<file path="src/verilog/asram_pkg.sv">
// Constants and helpers for the host-side controller of a 1K x 4 async SRAM.
// Assumes a 200 MHz controller clock; access, float, select-low and data-setup timings are turned into cycles.
package asram_pkg;

  // Organisation
  localparam int ADDR_W = 10;
  localparam int DATA_W = 4;

  // Controller clock period
  localparam int T_CLK_NS = 5;

  // Pin timings in ns, as printed for the fastest grade, float for the slowest
  localparam int T_ACCESS_NS = 25; // Select or address to valid data
  localparam int T_FLOAT_NS = 20; // Strobe to data float, slowest grade covers all
  localparam int T_SEL_LOW_NS = 20; // Select low to end of write
  localparam int T_STROBE_NS = 15; // Write strobe pulse width
  localparam int T_WCYCLE_NS = 20; // Whole write cycle
  localparam int T_ADDR_SETUP_NS = 20; // Address stable to end of write
  localparam int T_DSETUP_NS = 10; // Data setup to select rising

  // Synchroniser depth on the returning data lines
  localparam int SYNC_STAGES = 2;

  // Counter width for timing states
  localparam int CNT_W = 8;

  // Pin reset levels
  localparam logic PIN_IDLE_N = 1'b1;

  // Least time to whole cycles, never below one
  function automatic int cyc_min(input int t_ns);
    int c;
    c = (t_ns + T_CLK_NS - 1) / T_CLK_NS;
    if (c < 1) begin
      c = 1;
    end
    return c;
  endfunction : cyc_min

  // Larger of two counts
  function automatic int max2(input int a, input int b);
    return (a > b) ? a : b;
  endfunction : max2

endpackage : asram_pkg

</file>
<file path="src/verilog/asram_pin_if.sv">
// Carries the returning data lines between the controller and its synchroniser.
// Assumes raw pin data is asynchronous to the controller clock.
`timescale 1ns/100ps
interface asram_pin_if;
  logic [asram_pkg::DATA_W-1:0] data_raw;
  logic [asram_pkg::DATA_W-1:0] data_sync;

  modport ctrl (output data_raw, input data_sync);
  modport sync (input data_raw, output data_sync);
endinterface : asram_pin_if

</file>
<file path="src/verilog/asram_sync.sv">
// Two-stage synchroniser for the SRAM data lines.
// Assumes the controller only reads the output once the pins have settled.
`timescale 1ns/100ps
module asram_sync (
  // Clock and reset
  input wire logic i_clk,
  input wire logic i_reset,
  // Pin data in, synchronised data out
  asram_pin_if.sync pins
);

  logic [asram_pkg::DATA_W-1:0] meta_q;
  logic [asram_pkg::DATA_W-1:0] sync_q;

  // First stage feeds only the second stage
  always_ff @(posedge i_clk or posedge i_reset) begin
    if (i_reset) begin
      meta_q <= '0;
      sync_q <= '0;
    end else begin
      meta_q <= pins.data_raw;
      sync_q <= meta_q;
    end
  end

  assign pins.data_sync = sync_q;

endmodule : asram_sync

</file>
<file path="src/verilog/asram_ctrl.sv">
// Host controller that drives a 1K x 4 asynchronous SRAM through its pins.
// Assumes a single 200 MHz clock and a user that waits for O_READY.
// Operation
// - Drive write data only after float delay
// - Select or strobe high during address change
// - Control pins change cleanly and monotonically
// - Select low 20, strobe 15, cycle 20
// - Address stable 20 ns before write end
// - Shared data lines, one driver at once
`timescale 1ns/100ps
module asram_ctrl #(
  parameter int T_ACCESS_NS = asram_pkg::T_ACCESS_NS,
  parameter int T_FLOAT_NS = asram_pkg::T_FLOAT_NS,
  parameter int T_SEL_LOW_NS = asram_pkg::T_SEL_LOW_NS,
  parameter int T_DSETUP_NS = asram_pkg::T_DSETUP_NS
) (
  // Clock and reset
  input wire logic I_MCLK,
  input wire logic I_RESET,
  // User request
  input wire logic I_REQ,
  input wire logic I_WE,
  input wire logic [asram_pkg::ADDR_W-1:0] I_ADDR,
  input wire logic [asram_pkg::DATA_W-1:0] I_WDATA,
  // User answer
  output logic O_READY,
  output logic O_RVALID,
  output logic [asram_pkg::DATA_W-1:0] O_RDATA,
  // Memory pins
  output logic O_CSN,
  output logic O_STROBE_N,
  output logic [asram_pkg::ADDR_W-1:0] O_ADDR,
  output logic [asram_pkg::DATA_W-1:0] O_DATA,
  output logic O_DATA_OE,
  input wire logic [asram_pkg::DATA_W-1:0] I_DATA
);

  // Cycle counts from pin timings
  localparam int ACC_CYC = asram_pkg::cyc_min(T_ACCESS_NS);
  localparam int FLOAT_CYC = asram_pkg::cyc_min(T_FLOAT_NS);
  localparam int SEL_CYC = asram_pkg::cyc_min(T_SEL_LOW_NS);
  localparam int DSET_CYC = asram_pkg::cyc_min(T_DSETUP_NS);
  // Data phase must cover data setup and the rest of the select-low time
  localparam int WDATA_CYC = asram_pkg::max2(DSET_CYC, SEL_CYC - FLOAT_CYC);
  localparam int CNT_W = asram_pkg::CNT_W;
  localparam logic [CNT_W-1:0] ACC_LOAD = CNT_W'(ACC_CYC - 1);
  localparam logic [CNT_W-1:0] FLOAT_LOAD = CNT_W'(FLOAT_CYC - 1);
  localparam logic [CNT_W-1:0] WDATA_LOAD = CNT_W'(WDATA_CYC - 1);
  // One spare cycle past the stages, so the first stage never samples on the
  // very edge at which the access time ends and the data may still be moving
  localparam logic [CNT_W-1:0] SYNC_LOAD = CNT_W'(asram_pkg::SYNC_STAGES);

  typedef enum logic [3:0] {
    ST_IDLE,
    ST_DESEL,
    ST_RD_ACCESS,
    ST_RD_SYNC,
    ST_WR_STROBE,
    ST_WR_SELECT,
    ST_WR_FLOAT,
    ST_WR_DATA,
    ST_WR_END,
    ST_RECOVER
  } asram_state_t;

  asram_state_t state_q;
  asram_state_t state_d;
  logic [CNT_W-1:0] cnt_q;
  logic [CNT_W-1:0] cnt_d;
  logic [asram_pkg::ADDR_W-1:0] req_addr_q;
  logic [asram_pkg::DATA_W-1:0] req_data_q;
  logic accept;
  logic last;
  logic csn_q;
  logic strobe_n_q;
  logic [asram_pkg::ADDR_W-1:0] addr_q;
  logic [asram_pkg::DATA_W-1:0] data_q;
  logic data_oe_q;
  logic ready_q;
  logic rvalid_q;
  logic [asram_pkg::DATA_W-1:0] rdata_q;

  asram_pin_if pin_if ();

  // Returning data is asynchronous, so it is resynchronised first
  assign pin_if.data_raw = I_DATA;

  asram_sync u_sync (
    .i_clk (I_MCLK),
    .i_reset (I_RESET),
    .pins (pin_if.sync)
  );

  assign accept = ready_q & I_REQ;
  assign last = (cnt_q == '0);

  // Next state and timing counter
  always_comb begin
    state_d = state_q;
    cnt_d = last ? cnt_q : cnt_q - 1'b1;
    unique case (state_q)
      ST_IDLE: begin
        if (accept) begin
          if (I_WE && !csn_q) begin
            state_d = ST_DESEL;
          end else if (I_WE) begin
            state_d = ST_WR_STROBE;
          end else begin
            state_d = ST_RD_ACCESS;
            cnt_d = ACC_LOAD;
          end
        end
      end
      ST_DESEL: begin
        state_d = ST_WR_STROBE;
      end
      ST_RD_ACCESS: begin
        if (last) begin
          state_d = ST_RD_SYNC;
          cnt_d = SYNC_LOAD;
        end
      end
      ST_RD_SYNC: begin
        if (last) begin
          state_d = ST_IDLE;
        end
      end
      ST_WR_STROBE: begin
        state_d = ST_WR_SELECT;
      end
      ST_WR_SELECT: begin
        state_d = ST_WR_FLOAT;
        cnt_d = FLOAT_LOAD;
      end
      ST_WR_FLOAT: begin
        if (last) begin
          state_d = ST_WR_DATA;
          cnt_d = WDATA_LOAD;
        end
      end
      ST_WR_DATA: begin
        if (last) begin
          state_d = ST_WR_END;
        end
      end
      ST_WR_END: begin
        state_d = ST_RECOVER;
      end
      ST_RECOVER: begin
        state_d = ST_IDLE;
      end
    endcase
  end

  // State and counter registers
  always_ff @(posedge I_MCLK or posedge I_RESET) begin
    if (I_RESET) begin
      state_q <= ST_IDLE;
      cnt_q <= '0;
    end else begin
      state_q <= state_d;
      cnt_q <= cnt_d;
    end
  end

  // Request capture, held until the pins take it
  always_ff @(posedge I_MCLK or posedge I_RESET) begin
    if (I_RESET) begin
      req_addr_q <= '0;
      req_data_q <= '0;
    end else if (accept) begin
      req_addr_q <= I_ADDR;
      req_data_q <= I_WDATA;
    end
  end

  // Select pin; every change is a single registered step
  always_ff @(posedge I_MCLK or posedge I_RESET) begin
    if (I_RESET) begin
      csn_q <= asram_pkg::PIN_IDLE_N;
    end else begin
      unique case (state_q)
        ST_IDLE: begin
          if (accept && !I_WE) begin
            csn_q <= 1'b0;
          end else if (accept || !csn_q) begin
            csn_q <= 1'b1;
          end
        end
        ST_WR_SELECT: begin
          csn_q <= 1'b0;
        end
        ST_WR_DATA: begin
          if (last) begin
            csn_q <= 1'b1;
          end
        end
        default: begin
          csn_q <= csn_q;
        end
      endcase
    end
  end

  // Write strobe pin, falls before select so the memory never drives
  always_ff @(posedge I_MCLK or posedge I_RESET) begin
    if (I_RESET) begin
      strobe_n_q <= asram_pkg::PIN_IDLE_N;
    end else if (state_q == ST_WR_STROBE) begin
      strobe_n_q <= 1'b0;
    end else if (state_q == ST_WR_END) begin
      strobe_n_q <= 1'b1;
    end
  end

  // Address pins only move while a control pin is high or for reads
  always_ff @(posedge I_MCLK or posedge I_RESET) begin
    if (I_RESET) begin
      addr_q <= '0;
    end else if (state_q == ST_IDLE && accept && !I_WE) begin
      addr_q <= I_ADDR;
    end else if (state_q == ST_WR_STROBE && strobe_n_q) begin
      addr_q <= req_addr_q;
    end
  end

  // Data drive: only inside the write, after the memory has floated
  always_ff @(posedge I_MCLK or posedge I_RESET) begin
    if (I_RESET) begin
      data_q <= '0;
      data_oe_q <= 1'b0;
    end else if (state_q == ST_WR_FLOAT && last) begin
      data_q <= req_data_q;
      data_oe_q <= 1'b1;
    end else if (state_q == ST_WR_END) begin
      data_oe_q <= 1'b0;
    end
  end

  // Ready for one request when the machine returns to idle
  always_ff @(posedge I_MCLK or posedge I_RESET) begin
    if (I_RESET) begin
      ready_q <= 1'b0;
    end else begin
      ready_q <= (state_d == ST_IDLE);
    end
  end

  // Read data taken from the synchronised lines after the access time
  always_ff @(posedge I_MCLK or posedge I_RESET) begin
    if (I_RESET) begin
      rvalid_q <= 1'b0;
      rdata_q <= '0;
    end else begin
      rvalid_q <= 1'b0;
      if (state_q == ST_RD_SYNC && last) begin
        rvalid_q <= 1'b1;
        rdata_q <= pin_if.data_sync;
      end
    end
  end

  // Every output straight from a register
  assign O_READY = ready_q;
  assign O_RVALID = rvalid_q;
  assign O_RDATA = rdata_q;
  assign O_CSN = csn_q;
  assign O_STROBE_N = strobe_n_q;
  assign O_ADDR = addr_q;
  assign O_DATA = data_q;
  assign O_DATA_OE = data_oe_q;

endmodule : asram_ctrl

</file>
<file path="config.mk">
export PLATFORM = sky130hd
export DESIGN_NAME = asram_ctrl
export DESIGN_NICKNAME = d
export VERILOG_FILES = /design/src/verilog/asram_pkg.sv /design/src/verilog/asram_pin_if.sv /design/src/verilog/asram_sync.sv /design/src/verilog/asram_ctrl.sv
export SDC_FILE = /design/constraint.sdc
export NUM_CORES = 1
export LEC_CHECK = 0
export ABC_AREA = 1
export BUFFER_PORTS_ARGS = -buffer_cell sky130_fd_sc_hd__buf_2
export CAP_MARGIN = 40
export CORE_MARGIN = 3
export CORE_UTILIZATION = 50
export DETAILED_ROUTE_END_ITERATION = 10
export GPL_TIMING_DRIVEN = 0
export PLACE_DENSITY = 0.72
export SLEW_MARGIN = 20
export SYNTH_ARGS = -nofsm -noshare
export SYNTH_HDL_FRONTEND = slang
export SYNTH_HIERARCHICAL = 1
export SYNTH_SLANG_ARGS = --single-unit
</file>
<file path="constraint.sdc">
create_clock -name I_MCLK -period 1.9 [get_ports I_MCLK]
set_clock_uncertainty 0.15 [all_clocks]
set_input_delay 0.285 -clock I_MCLK [delete_from_list [all_inputs] [get_ports I_MCLK]]
set_output_delay 0.285 -clock I_MCLK [all_outputs]
set_load 0.005 [all_outputs]
</file>
# Yosys cells after proc, flatten, opt, wreduce, memory -nomap -nowiden
# Cells that the tools add are included.
dict set report classes {
  muxes 26
  bitwise_logic 1
  addsub 1
  n_eq_ne 11
  reduce_logical 18
}
# operator count
set ops {}
lappend ops {{two-way mux 8 bit} 6}
lappend ops {{one-hot mux 4 bit (10 select lines)} 1}
lappend ops {{one-hot mux 8 bit (4 select lines)} 1}
lappend ops {{two-way mux 10 bit} 2}
lappend ops {{two-way mux 4 bit} 5}
lappend ops {{== test 4 x 3 -> 1 bit (second input constant)} 4}
lappend ops {{== test 4 x 2 -> 1 bit (second input constant)} 2}
lappend ops {{== test 4 bit (second input constant)} 2}
lappend ops {{zero test 4 bit} 2}
lappend ops {{zero test 8 bit} 1}
lappend ops {{two-way mux 1 bit} 8}
lappend ops {{subtractor 8 x 1 -> 8 bit (second input constant)} 1}
lappend ops {{logical AND 1 bit} 7}
lappend ops {{two-way mux 3 bit} 2}
lappend ops {{nonzero test 2 bit} 3}
lappend ops {{== test 4 x 1 -> 1 bit (second input constant)} 1}
lappend ops {{inequality test 3 bit (second input constant)} 1}
lappend ops {{one-hot mux 1 bit (3 select lines)} 1}
lappend ops {{AND reduction 3 bit} 1}
lappend ops {{nonzero test 3 bit} 1}
lappend ops {{zero test 1 bit} 2}
lappend ops {{inequality test 2 bit (second input constant)} 1}
lappend ops {{AND 1 bit} 1}
lappend ops {{logical OR 1 bit} 1}
dict set report word_totals {
  register_bits 57
  out_inout_bits 23
}

# Logic depth before layout (Yosys ltp)
dict set report logic_depth {
  word_depth 6
  depth_mapped 11
}

# Hierarchy
# The synthesis kept the hierarchy.
# module cells_each n_inst area_per_inst_um2
set by_module_without_submodules {}
lappend by_module_without_submodules {asram_ctrl 297 1 2527.4}
lappend by_module_without_submodules {asram_sync 9 1 203.9}

# Least setup slack after synthesis
# OpenSTA, ideal clock, no wires.
dict set report synth_path {
  path_kind {register to register}
  from {reg cnt_q[0]}
  to {reg cnt_q[0]}
  n_path_buf 0
  t_required_ns 1.674
  path_stages_with_launch 10
  path_slack_ns 0.238
  setup_ns 0.076
  t_arrival_ns 1.436
  synth_period_minus_slack_ns 1.662
  cell_sequence {dfrtp_1 inv_1 ha_1 nand2_2 nor2_8 inv_2 ha_1 o21ai_0 a21oi_1 o21ai_1}
}
dict set report synth_between {
  elab_chain_cells 6
  elab_cells_between_ends 9
  cone_classes {1 x add/sub; 7 x mux; 1 x reduce/logical}
}
# element line_no
set synth_lines {}
lappend synth_lines {{start, declared} asram_ctrl.sv:68} ;# logic [CNT_W-1:0] cnt_q;
lappend synth_lines {{start signal, assigned} asram_ctrl.sv:162} ;# cnt_q <= cnt_d;
lappend synth_lines {{subtractor 8 x 1 -> 8 bit / zero test 8 bit (equally long branches)} {asram_ctrl.sv:100, asram_ctrl.sv:95}}
lappend synth_lines {{two-way mux 8 bit} asram_ctrl.sv:100} ;# cnt_d = last ? cnt_q : cnt_q - 1'b1;
lappend synth_lines {{two-way mux 8 bit} asram_ctrl.sv:106} ;# end else if (I_WE) begin
lappend synth_lines {{two-way mux 8 bit} asram_ctrl.sv:104} ;# if (I_WE && !csn_q) begin
lappend synth_lines {{two-way mux 8 bit} asram_ctrl.sv:103} ;# if (accept) begin
lappend synth_lines {{one-hot mux 8 bit (4 select lines) *} asram_ctrl.sv:101} ;# unique case (state_q)
lappend synth_lines {{via cnt_d[0]} asram_ctrl.sv:69} ;# logic [CNT_W-1:0] cnt_d;
# The timed path passes the listed nets; every way through them passes the cells marked *.
# A chain may end at the register's enable or synchronous reset.

# Worst setup path in the final report
dict set report layout_path {
  from {reg cnt_q[0]}
  to {reg data_q (netlist bit O_DATA[3])}
}
dict set report layout_between {
  elab_chain_cells 2
}
# element line_no
set layout_lines {}
lappend layout_lines {{zero test 8 bit} asram_ctrl.sv:95} ;# assign last = (cnt_q == '0);
lappend layout_lines {{logical AND 1 bit} asram_ctrl.sv:232} ;# end else if (state_q == ST_WR_FLOAT && last) begin
lappend layout_lines {{end signal, assigned} asram_ctrl.sv:233} ;# data_q <= req_data_q;
lappend layout_lines {{end, declared} asram_ctrl.sv:77} ;# logic [asram_pkg::DATA_W-1:0] data_q;
# Every way passes these cells.

==> impl_metrics.tcl <==
set metrics [dict create \
    fillCellCount 468 \
    io_buffers 44 \
    setup_violations 0 \
    drt_iter0_markers 120 \
    final_layout_size_suffix_gt1_share_pct 31.48 \
    gr-total-overflow 0 \
    synthTopCellsByCount "nand2_1, dfrtp_1, inv_1" \
    avgSynthCellArea_um2 8.926 \
    ys_types 32 \
    slowest_delay_ns 0.39 \
    drc 0 \
    cp_cell_sequence "inv_2, ha_2, nand2_2, nor2_8, buf_4, nand2_4, mux2_4" \
    yosys.area.top_type "dfrtp_1" \
    path_class "flip-flop to flip-flop" \
    synth.area.top_cells "dfrtp_1, nand2_1, inv_1, o21ai_0, o211ai_2" \
    period_minus_slack_ns 1.757 \
    drtPass1Iterations 4 \
    dieHeight_um 79.91 \
    synth-edff-count 0 \
    grt_first_pass_wirelength_um 9942 \
    fin_setup_tns_ns 0 \
    period_share_pct 92.50 \
    p_leak_nw 1.839 \
    hp-class "input port to flip-flop" \
    area_growth_pct 22.31 \
    whs_ns 0.01120 \
    n_antenna_cell 0 \
    clock.fmax_ghz 0.5690 \
    syn_inst 306 \
    htreeDepth 3 \
    relSlewSlack_pct 63.13 \
    tightest_slew_ns 0.5523 \
    yosys_warnings 6 \
    ys_seq_area_share_pct 52.31 \
    crit_required_ns 1.97 \
    synth-async-reset-ratio_pct 100.0 \
    clock-sinks 57 \
    multiInputGateArea_um2 1086 \
    grt_use_met1_pct 25.70 \
    core_um2 5205 \
    syn-cell-area_um2 2731 \
    cp-end-kind "flip-flop" \
    clock_path_buffers 2 \
    wire_per_inst_um 12.95 \
    maxCapViolCount 0 \
    yosysMostFrequentCell "nand2_1" \
    track_usage_pct 20.13 \
    synthesis.nets 331 \
    initial_core_util_pct 52.48 \
    dpl.hpwl_um 4085 \
    hold_viol_final 0 \
    cts_root_buf "clkbuf_8" \
    use_met2_pct 31.71 \
    cp_slowest_cell "dfrtp_1" \
    viasPerCell 4.973 \
    numCtsBuffers 9 \
    ys.flop_type "dfrtp_1" \
    io_pins 45 \
    seq_area_um2 1429 \
    clk-insertion-delay-late_ns 0.34 \
    rsz0062_at_grt "no" \
    fin_util_pct 64.18 \
    power_density_nw_per_um2 1535 \
    worst_ir_drop_vdd_uv 794.3 \
    arrival_ns 1.83 \
    outcome "finished clean" \
    cp-start-kind "flip-flop" \
    grt_pass1_vias 2238 \
    dieArea_um2 6386 \
    antenna_found_initial 0 \
    grtUsageMet3_pct 6.659 \
    grt_max_degree 26 \
    clk_pin_slew_ns 0.06 \
    cts_tree "done" \
    die_w_um 79.91 \
    nets 398 \
    synth-seq-cells 57 \
    top_usage_layer "met2" \
    synth_top_cell_area_share_pct 50.39 \
    routabilityCongestion 0.8291 \
    wirelength_um 5801 \
    cp_max_fo 9 \
    ant_nets 0 \
    rows 26 \
    dr_total_vias 2228 \
    drv_slew 0 \
]
[state kept, by name (all words and copies together), names as in the netlist]
name	count
req_addr_q	10
u_sync/meta_q	4
req_data_q	4
O_ADDR	10
cnt_q	8
u_sync/pins.data_sync	4
O_CSN	1
O_RVALID	1
state_q	4
O_STROBE_N	1
O_RDATA	4
O_DATA_OE	1
O_DATA	4
O_READY	1
[kinds of logic after synthesis]
| logic type | after synthesis | synth area share, % |
|---|---|---|
| AND/OR/NAND/NOR | 145 | 24.97 |
| flip-flops | 57 | 52.31 |
| buffers and inverters | 51 | 8.016 |
| AO/OA/AOI/OAI | 46 | 11.82 |
| XOR/XNOR | 3 | 0.9622 |
| adder cells (fa/ha/maj) | 3 | 1.374 |
| multiplexers | 1 | 0.5495 |
[worst paths after layout]
kind                                       startpoint                                  to  slack, ns  depth (start not counted)
max                                cnt_q[0]$_DFF_PP0_               O_DATA[3]$_DFFE_PP0P_       0.14                          7
min                                        I_WDATA[1]           req_data_q[1]$_DFFE_PP0P_       0.01                          3
max reg2reg                        cnt_q[0]$_DFF_PP0_               O_DATA[3]$_DFFE_PP0P_       0.14                          7
min reg2reg                u_sync/meta_q[3]$_DFF_PP0_  u_sync/pins.data_sync[3]$_DFF_PP0_       0.20                          0
max in group asynchronous                     I_RESET               O_ADDR[4]$_DFFE_PP0P_       0.64                          4
min in group asynchronous                     I_RESET          u_sync/meta_q[3]$_DFF_PP0_       0.32                          3
[through the flow]
step	cell area, um^2	setup WS [ns]	std cells	total power, W
after floorplan	2731	0.2379	306	0.003458
after global placement	3039	-0.3826	420	0.003972
after detailed placement	3059	0.06660	421	0.004061
after CTS	3301	0.03594	443	0.005111
after global routing	3341	0.005677	448	0.005582
final	3341	0.1426	448	0.005126
[worst max-delay path, delay by kind of cell (launching register included)]
family | cells | cell delay (ns)
fa+ha+maj | 1 | 0.20
buf+inv | 2 | 0.23
flops | 1 | 0.39
mux | 1 | 0.31
simple gates | 3 | 0.36
[where the power goes]
part | leakage [nW] | internal, W | switching, W
registers | 0.708 | 0.00171 | 0.000311
clock network | 0.0911 | 0.000536 | 0.000476
logic | 1.04 | 0.000851 | 0.00125
total | 1.84 | 0.00309 | 0.00203
[layer usage]
metal / wire length, um / vias up / share of wire [%]
li1: - / 1102 / -
met1: 2583 / 1051 / 45
met2: 2754 / 65 / 47
met3: 376 / 10 / 6.5
met4: 87 / 0 / 1.5
met5: 0 / - / 0
[final cells by class]
| class | instances | share of cell area, % |
|---|---|---|
| multi-input cells | 198 | 32.51 |
| repair buffers | 56 | 10.11 |
| flip-flops and latches | 57 | 42.77 |
| inverters | 44 | 4.944 |
| well taps | 70 | 2.622 |
| clock inverters | 5 | 0.8989 |
| plain buffers | 7 | 1.610 |
| clock buffers | 11 | 4.532 |
[repair_timing]
action,4_1_cts,5_1_grt
gates resized for setup,0,2
hold buffers,6,0
endpoints found under the setup margin,0,2
buffers inserted,0,5
hold endpoints to repair,35,0
[cells in the final DEF, fill, tap and decap left out, drive strengths merged]
cell and count:
clkbuf 13, xnor2 2, inv 44, dfstp 2, ha 3, buf 55, nand3b 1, nand3 21
and3 1, dfrtp 55, xor2 1, clkinvlp 2, mux2 1, a21oi 6, nand2 84, nor2 35
dlygate4sd3 6, o21ai 29, nor3 1, clkinv 3, nand4 2, o211ai 11
(Power assumes the default switching activity.)
